==> config.mk <==
export PLATFORM = sky130hd
export DESIGN_NAME = terminal_startup_mode_select
export DESIGN_NICKNAME = d
export VERILOG_FILES = /design/src/rtl/startup_pkg.sv /design/src/rtl/hold_timer.sv /design/src/rtl/key_encoder.sv /design/src/rtl/terminal_startup_mode_select.sv
export VERILOG_INCLUDE_DIRS = /design/src /design/src/rtl
export SDC_FILE = /design/constraint.sdc
export NUM_CORES = 1
export LEC_CHECK = 0
export BUFFER_PORTS_ARGS = -buffer_cell sky130_fd_sc_hd__buf_2
export CAP_MARGIN = 10
export CORE_MARGIN = 3
export CORE_UTILIZATION = 59
export DETAILED_ROUTE_END_ITERATION = 8
export HOLD_SLACK_MARGIN = 0.08
export PLACE_DENSITY = 0.81
export SLEW_MARGIN = 40
export SYNTH_ARGS = -nofsm -noshare
export SYNTH_HDL_FRONTEND = slang
export SYNTH_HIERARCHICAL = 1
export SYNTH_SLANG_ARGS = --single-unit
==> constraint.sdc <==
create_clock -name i_mclk -period 2.8 [get_ports i_mclk]
set_clock_uncertainty 0.15 [all_clocks]
set_input_delay 0.14 -clock i_mclk [delete_from_list [all_inputs] [get_ports i_mclk]]
set_output_delay 0.14 -clock i_mclk [all_outputs]
set_load 0.05 [all_outputs]
==> src/rtl/startup_map.svh <==
// constants for the terminal startup sequencer: switch positions and timing
`ifndef STARTUP_MAP_SVH
`define STARTUP_MAP_SVH
// positions of the eight-way mode switch (bit index, position n is bit n-1)
`define SW_MODE_SELECT_POSITION 0
`define SW_DEMO_SELECT_POSITION 2
`define SW_FLASH_ERASE_POSITION 3
`define SW_WIDTH 8
// timing: clock period in ns and startup screen hold in ms
`define CLK_PERIOD_NS 5
`define STARTUP_HOLD_MS 5000
// cycles of the led phase (short lamp test)
`define LED_PHASE_CYCLES 16'h0010
`endif

==> src/rtl/startup_pkg.sv <==
// types shared by the terminal startup sequencer
package startup_pkg;
    // top-level startup sequence states
    typedef enum logic [3:0] {
        ST_LED_TEST,
        ST_SELF_TEST,
        ST_KEY_TEST,
        ST_KEY_RELEASE,
        ST_SORT_MSGS,
        ST_NO_DESCRIPTION,
        ST_STARTUP_SCREEN,
        ST_SETUP_SCREEN,
        ST_MAIN_SCREEN
    } seq_state_type;
    // screen currently presented
    typedef enum logic [2:0] {
        SCR_NONE,
        SCR_DOWNLOAD,
        SCR_RELEASE_KEYS,
        SCR_INIT_BUFFER,
        SCR_STARTUP,
        SCR_SETUP,
        SCR_MAIN
    } screen_type;
endpackage : startup_pkg

==> src/rtl/hold_timer.sv <==
// down-counter that signals when a programmed interval has elapsed
`timescale 1ns/1ps
module hold_timer #(
    parameter int WIDTH = 32
) (
    input wire logic i_mclk,
    input wire logic i_rst,
    input wire logic i_start,
    input wire logic [WIDTH-1:0] i_cycles,
    output logic o_done
);
    logic [WIDTH-1:0] count;
    logic running;

    // ============================================================
    // counting
    // load on start, count to one, pulse done on the last cycle
    always_ff @(posedge i_mclk or posedge i_rst) begin
        if (i_rst) begin
            count <= '0;
            running <= 1'b0;
            o_done <= 1'b0;
        end else begin
            o_done <= 1'b0;
            if (i_start) begin
                count <= i_cycles;
                running <= 1'b1;
            end else if (running) begin
                if (count <= {{(WIDTH-1){1'b0}}, 1'b1}) begin
                    running <= 1'b0;
                    o_done <= 1'b1;
                end else begin
                    count <= count - {{(WIDTH-1){1'b0}}, 1'b1};
                end
            end
        end
    end
endmodule : hold_timer

==> src/rtl/key_encoder.sv <==
// transparent-mode key encoder: press and release codes as ascii characters
`timescale 1ns/1ps
module key_encoder #(
    parameter int NUM_KEYS = 16
) (
    input wire logic i_mclk,
    input wire logic i_rst,
    input wire logic i_enable,
    input wire logic [NUM_KEYS-1:0] i_keys,
    input wire logic i_tx_ready,
    output logic o_tx_valid,
    output logic [7:0] o_tx_char
);
    logic [NUM_KEYS-1:0] sent;
    logic [NUM_KEYS-1:0] diff;
    logic found;
    logic [7:0] code;
    logic [NUM_KEYS-1:0] flip;

    // ascii code: 'A'+key for press, 'a'+key for release
    function automatic logic [7:0] key_code(input int idx, input logic pr);
        key_code = pr ? 8'(8'h41 + idx) : 8'(8'h61 + idx);
    endfunction : key_code

    assign diff = i_enable ? (i_keys ^ sent) : '0;

    // pick the lowest changed key
    always_comb begin
        found = 1'b0;
        code = 8'h00;
        flip = '0;
        for (int k = 0; k < NUM_KEYS; k++) begin
            if (!found && diff[k]) begin
                found = 1'b1;
                code = key_code(k, i_keys[k]);
                flip[k] = 1'b1;
            end
        end
    end

    // ============================================================
    // one character per key edge, held until the link takes it
    always_ff @(posedge i_mclk or posedge i_rst) begin
        if (i_rst) begin
            sent <= '0;
            o_tx_valid <= 1'b0;
            o_tx_char <= 8'h00;
        end else if (!i_enable) begin
            sent <= '0;
            o_tx_valid <= 1'b0;
        end else if (o_tx_valid && !i_tx_ready) begin
            o_tx_valid <= 1'b1;
        end else if (found) begin
            o_tx_valid <= 1'b1;
            o_tx_char <= code;
            sent <= sent ^ flip;
        end else begin
            o_tx_valid <= 1'b0;
        end
    end
endmodule : key_encoder

==> src/rtl/terminal_startup_mode_select.sv <==
// power-up sequencer and operating mode selection for the operator terminal
// ============================================================
// Overview of operation
// mode switch sampled at power-up; chosen mode holds from then on
// position one on gives standard mode, off gives transparent mode
// position three selects demo, position four erases flash; others unused
// all leds driven on as the first startup step
// after leds, self-test checks and initialises modules, may report
// valid description found: present the startup screen
// startup screen held five seconds, then main screen
// enter during startup screen leads to setup screen instead
// enter held before startup screen flags a keyboard-test error
// held key shows release request, cleared once all keys released
// stored messages sorted at power-up with buffer-initialising indication
// transparent mode sends distinct press and release ascii codes
// host drives display and key leds by escape sequences; no host input here, o_leds follow the led phase only
// standard mode decodes keys and selects screens internally
// without valid description: no controller link, no keyboard input
// switch sampled once per power-up; later changes ignored
`timescale 1ns/1ps
`include "startup_map.svh"
module terminal_startup_mode_select
    import startup_pkg::*;
#(
    parameter int NUM_KEYS = 16,
    parameter int NUM_LEDS = 16,
    parameter int ENTER_KEY = 0,
    parameter int HOLD_CYCLES =
        `STARTUP_HOLD_MS * (1000000 / `CLK_PERIOD_NS)
) (
    input wire logic i_mclk,
    input wire logic i_rst,
    input wire logic [`SW_WIDTH-1:0] i_mode_switch,
    input wire logic [NUM_KEYS-1:0] i_keys,
    input wire logic i_self_test_done,
    input wire logic i_self_test_fail,
    input wire logic i_description_valid,
    input wire logic i_sort_done,
    input wire logic i_tx_ready,
    output logic [NUM_LEDS-1:0] o_leds,
    output logic o_self_test_start,
    output logic o_sort_start,
    output logic o_flash_erase,
    output logic o_standard_mode,
    output logic o_demo_mode,
    output logic o_link_enable,
    output logic o_keyboard_enable,
    output logic o_key_test_error,
    output logic o_self_test_error,
    output screen_type o_screen,
    output logic o_tx_valid,
    output logic [7:0] o_tx_char
);
    seq_state_type state;
    seq_state_type next_state;
    logic sampled;
    logic [15:0] led_count;
    logic hold_start;
    logic hold_done;
    logic enter_pressed;
    logic any_key;
    logic transparent_active;
    logic enc_valid;
    logic [7:0] enc_char;

    assign enter_pressed = i_keys[ENTER_KEY];
    assign any_key = |i_keys;

    // ============================================================
    // mode switch capture
    // taken by a clocked process on the first edge after reset release
    always_ff @(posedge i_mclk or posedge i_rst) begin
        if (i_rst) begin
            sampled <= 1'b0;
            o_standard_mode <= 1'b1;
            o_demo_mode <= 1'b0;
            o_flash_erase <= 1'b0;
        end else if (!sampled) begin
            sampled <= 1'b1;
            o_standard_mode <=
                i_mode_switch[`SW_MODE_SELECT_POSITION];
            o_demo_mode <=
                i_mode_switch[`SW_DEMO_SELECT_POSITION];
            o_flash_erase <=
                i_mode_switch[`SW_FLASH_ERASE_POSITION];
        end else begin
            o_flash_erase <= 1'b0; // erase request is a single pulse
        end
    end

    // ============================================================
    // led phase length counter
    always_ff @(posedge i_mclk or posedge i_rst) begin
        if (i_rst) begin
            led_count <= 16'h0000;
        end else if (state == ST_LED_TEST && sampled) begin
            led_count <= led_count + 16'h0001;
        end
    end

    // ============================================================
    // sequence next-state logic
    always_comb begin
        next_state = state;
        hold_start = 1'b0;
        unique case (state)
            ST_LED_TEST: begin
                if (sampled && led_count == `LED_PHASE_CYCLES - 16'h0001) begin
                    next_state = ST_SELF_TEST;
                end
            end
            ST_SELF_TEST: begin
                if (i_self_test_done) begin
                    next_state = ST_KEY_TEST;
                end
            end
            ST_KEY_TEST: begin
                if (!i_description_valid) begin
                    next_state = ST_NO_DESCRIPTION;
                end else if (any_key) begin
                    next_state = ST_KEY_RELEASE;
                end else begin
                    next_state = ST_SORT_MSGS;
                end
            end
            ST_KEY_RELEASE: begin
                if (!any_key) begin
                    next_state = ST_SORT_MSGS;
                end
            end
            ST_SORT_MSGS: begin
                if (i_sort_done) begin
                    next_state = ST_STARTUP_SCREEN;
                    hold_start = 1'b1;
                end
            end
            ST_NO_DESCRIPTION: begin
                if (i_description_valid) begin
                    next_state = ST_KEY_TEST;
                end
            end
            ST_STARTUP_SCREEN: begin
                if (enter_pressed) begin
                    next_state = ST_SETUP_SCREEN;
                end else if (hold_done) begin
                    next_state = ST_MAIN_SCREEN;
                end
            end
            ST_SETUP_SCREEN: begin
                next_state = ST_SETUP_SCREEN;
            end
            ST_MAIN_SCREEN: begin
                next_state = ST_MAIN_SCREEN;
            end
        endcase
    end

    // ============================================================
    // state register
    always_ff @(posedge i_mclk or posedge i_rst) begin
        if (i_rst) begin
            state <= ST_LED_TEST;
        end else begin
            state <= next_state;
        end
    end

    // ============================================================
    // startup screen hold timer
    hold_timer #(
        .WIDTH(32)
    ) u_hold (
        .i_mclk(i_mclk),
        .i_rst(i_rst),
        .i_start(hold_start),
        .i_cycles(32'(HOLD_CYCLES)),
        .o_done(hold_done)
    );

    // ============================================================
    // lamps and test strobes
    always_ff @(posedge i_mclk or posedge i_rst) begin
        if (i_rst) begin
            o_leds <= '1;
            o_self_test_start <= 1'b0;
            o_sort_start <= 1'b0;
        end else begin
            o_leds <= (next_state == ST_LED_TEST) ? '1 : '0;
            o_self_test_start <= (state == ST_LED_TEST) &&
                (next_state == ST_SELF_TEST);
            o_sort_start <= (state != ST_SORT_MSGS) &&
                (next_state == ST_SORT_MSGS);
        end
    end

    // ============================================================
    // error flags: sticky until the next power-up
    always_ff @(posedge i_mclk or posedge i_rst) begin
        if (i_rst) begin
            o_key_test_error <= 1'b0;
            o_self_test_error <= 1'b0;
        end else begin
            if (state == ST_KEY_TEST && i_description_valid && any_key) begin
                o_key_test_error <= 1'b1;
            end
            if (state == ST_SELF_TEST && i_self_test_done &&
                i_self_test_fail) begin
                o_self_test_error <= 1'b1;
            end
        end
    end

    // ============================================================
    // screen selection
    always_ff @(posedge i_mclk or posedge i_rst) begin
        if (i_rst) begin
            o_screen <= SCR_NONE;
        end else begin
            unique case (next_state)
                ST_NO_DESCRIPTION: o_screen <= SCR_DOWNLOAD;
                ST_KEY_RELEASE: o_screen <= SCR_RELEASE_KEYS;
                ST_SORT_MSGS: o_screen <= SCR_INIT_BUFFER;
                ST_STARTUP_SCREEN: o_screen <= SCR_STARTUP;
                ST_SETUP_SCREEN: o_screen <= SCR_SETUP;
                ST_MAIN_SCREEN: o_screen <= SCR_MAIN;
                default: o_screen <= SCR_NONE;
            endcase
        end
    end

    // ============================================================
    // link and keyboard gating
    // active only after startup, and with a valid description
    always_ff @(posedge i_mclk or posedge i_rst) begin
        if (i_rst) begin
            o_link_enable <= 1'b0;
            o_keyboard_enable <= 1'b0;
        end else begin
            o_keyboard_enable <= i_description_valid &&
                (next_state == ST_MAIN_SCREEN ||
                 next_state == ST_SETUP_SCREEN);
            o_link_enable <= i_description_valid && !o_demo_mode &&
                next_state == ST_MAIN_SCREEN;
        end
    end

    // transparent encoding only once the link is up
    assign transparent_active = o_link_enable && o_keyboard_enable &&
        !o_standard_mode;

    // ============================================================
    // transparent-mode key codes
    key_encoder #(
        .NUM_KEYS(NUM_KEYS)
    ) u_enc (
        .i_mclk(i_mclk),
        .i_rst(i_rst),
        .i_enable(transparent_active),
        .i_keys(i_keys),
        .i_tx_ready(i_tx_ready),
        .o_tx_valid(enc_valid),
        .o_tx_char(enc_char)
    );

    // encoder outputs are already registered; in standard mode nothing
    // leaves, key decoding stays inside the terminal
    assign o_tx_valid = enc_valid;
    assign o_tx_char = enc_char;
endmodule : terminal_startup_mode_select

==> impl_results.md <==
* Post-synth top flop: dfrtp_1
* Placed wire-length estimate at 9400 um
* Hold depth at 4
* Setup_tns at 0 ps
* CP Data Required Time at 2930 ps
* Worst path arrival time at 2780 ps
* Leakage power at ~0.0028 uW
* Final Cycle Share at 0.947
* Cells on worst reg2reg path at 5
* Via Count at 4820
* Largest net degree at the start of global routing at 35
* DRC Markers at 0
* Final GP Congestion at slightly above 0.9
* Final setup viols at 0
* Asr flop ratio synth at 1.00
* Top Ports at 68
* Initial DRC Count at 197
* Final Cell Area at 0.00653 mm2
* Post-Layout Cell Count at between 800 and 900
* Clock period minus worst slack at between 2000 and 3000 ps
* Share of cells above drive strength 1 at 0.224
* Die Height at 104 um
* CTS Buf Count at 9
* Cells after DPL at 787
* Vias in the first global route at 4847
* Post-synth EDFFs at 0
* 1st-pass router iterations at 5
* Clock Latency Late Sink at 370 ps
* Syn Area/Cell at 9.70 um2
* CTS Root Cell: clkbuf_8
* Critical Path Start Type: flip-flop
* Slew Viols, Final at 0
* CTS tree: done
* Commonest non-fill, non-tap cell in the layout: dfrtp_1
* Crit-path slowest cell: or4_1
* Max_cap viols at 0
* Clk slew on worst S/H paths at ~100 ps
* First-pass GRT wire length at between 20000 and 25000 um
* Sequential-to-total area share from yosys stat at 0.406
* Wire per inst at 15.6 um
* Worst slew pin tran at 601 ps
* Maximum VDD drop at between 0.2 and 0.25 mV
* Synth warnings at 6
* Die extent in x at about 100 um
* Clock Path Buffers at 2
* Slowest stage delay, CP at 690 ps
* Initial antenna violation count at 0
* Critical path class: flip-flop to flip-flop
* Placed Area at 0.00615 mm2
* H-tree Lvls at 3
* Tot Pwr at ~2400 uW
* Nets at 721
* I/O Buffers at 61
* Routed WL at 12800 um
* CP max FO at 6
* # diodes at 0
* Cell area after synthesis at 0.00568 mm2
* Area growth, synth to finish at 15.0%
* RSZ-0062 raised after global routing: no
* Slew HR at 0.596
* Setup crit end kind: flip-flop
* Gr ovfl total at 0
* Yosys top cell area share at 0.396
* Post-DRT Antenna Nets at 0
* Post-CTS setup buffers at 0
* Starting density of the core at 0.612
* Min-delay worst type: primary input to flip-flop
* Final core occ at 0.704
* Critical Path Most Common Cell: or4_1
* Num rows at 35
* CP cell instances: or4_1 -> nor3b_4 -> nand4_4 -> or4_1 -> a31oi_1
* Distinct cells, synth at 89
* Peak Freq at ~380 MHz
* Syn Inst Count at roughly 600
* Cell taking the most area after synthesis: dfrtp_1
* Commonest non-fill, non-tap cells in the layout: dfrtp_1 (90), buf_2 (61), nand2_1 (54)
* CTS Sinks at 92
* Die ar. at 0.0108 mm2
* Top cells by area, synth: dfrtp_1 (40%), xnor2_1 (5.5%), nand2_1 (3.6%), xor2_1 (3.1%), mux2_2 (2.6%)
* Vias/cell at roughly 6
* Status: complete, no violations
* Yosys reg bits at just over 90
* Cell area power density at 368 mW/mm2
* Hold Vio Cnt, Final at 0
* Global Route Usage Sum at 0.246
* Core area at 0.00928 mm2
cell families after synthesis:
family | synth area share
multiplexers | 0.0363
AO/OA/AOI/OAI | 0.155
AND/OR/NAND/NOR | 0.235
XOR/XNOR | 0.0920
adder cells (fa/ha/maj) | 0.0154
other | 0.00198
buffers and inverters | 0.0584
flip-flops | 0.406
Yosys cell counts (all sizes together) (3+ instances only):
master / count
a21o: 5
a21oi: 19
a31o: 3
a31oi: 6
a41oi: 3
and3: 4
and4: 3
buf: 26
clkbuf: 12
conb: 3
dfrtp: 90
ha: 3
inv: 21
maj3: 5
mux2: 13
mux2i: 6
nand2: 55
nand2b: 8
nand3: 24
nand3b: 4
nand4: 17
nor2: 38
nor2b: 6
nor3: 20
nor3b: 4
nor4: 20
o211ai: 9
o21ai: 29
o22ai: 4
o311ai: 4
o31ai: 9
or3: 7
or4: 10
xnor2: 36
xor2: 22
final cells by class:
type / count / area, um2
clock buffer: 9 / 124
clock inverter: 7 / 71.3
fill: 712 / 2750
inverter: 21 / 78.8
multi-input combinational: 465 / 3160
sequential: 92 / 2300
tap: 129 / 161
timing repair buffer: 98 / 628
worst max-delay path, delay by kind of cell (launching register included):
kind	cells	cell delay [ps]
and+or+nand+nor	4	1790
DFF	1	430
AOI/OAI and AO/OA	1	200
where the power goes:
group	leakage, uW	internal [uW]	switching, uW
combinational	0.00160	55.7	122
clock	0.0000922	345	534
sequential	0.00114	1340	6.53
what timing repair did:
item,CTS,global route
endpoints found under the setup margin,0,2
resized for setup,0,1
endpoints found under the hold margin,97,0
hold buffers,18,0
flip-flops by register name (all words and copies together) (netlist names), 3 cells and up:
name             count
state                4
led_count           16
u_hold/count        32
u_enc/sent          16
o_screen             3
u_enc/o_tx_char      7
per-stage QoR:
stage          hold slack [ps]  worst slack, ps
2_1_floorplan             4.62              282
3_3_place_gp               138              218
3_5_place_dp               105              115
4_1_cts                    129             93.5
5_1_grt                    158             4.16
6_report                   140              149
layer usage:
metal,vias up,global-route usage,share of wire
li1,2286,-,-
met1,2357,0.311,0.42
met2,160,0.427,0.50
met3,17,0.0472,0.060
met4,0,0.0807,0.015
met5,-,0,0
final timing paths:
kind	from	slack, ps	to
worst min-delay path	i_keys[4]	140	u_enc/o_tx_char[5]
worst max register to register	u_hold/count[5]	150	u_hold/count[25]
min in group asynchronous	i_rst	210	u_hold/count[26]
worst min register to register	o_demo_mode	320	o_link_enable
worst max-delay path	u_hold/count[5]	150	u_hold/count[25]
max in group asynchronous	i_rst	1710	u_hold/count[17]
Power figures use the tool's default switching activity.
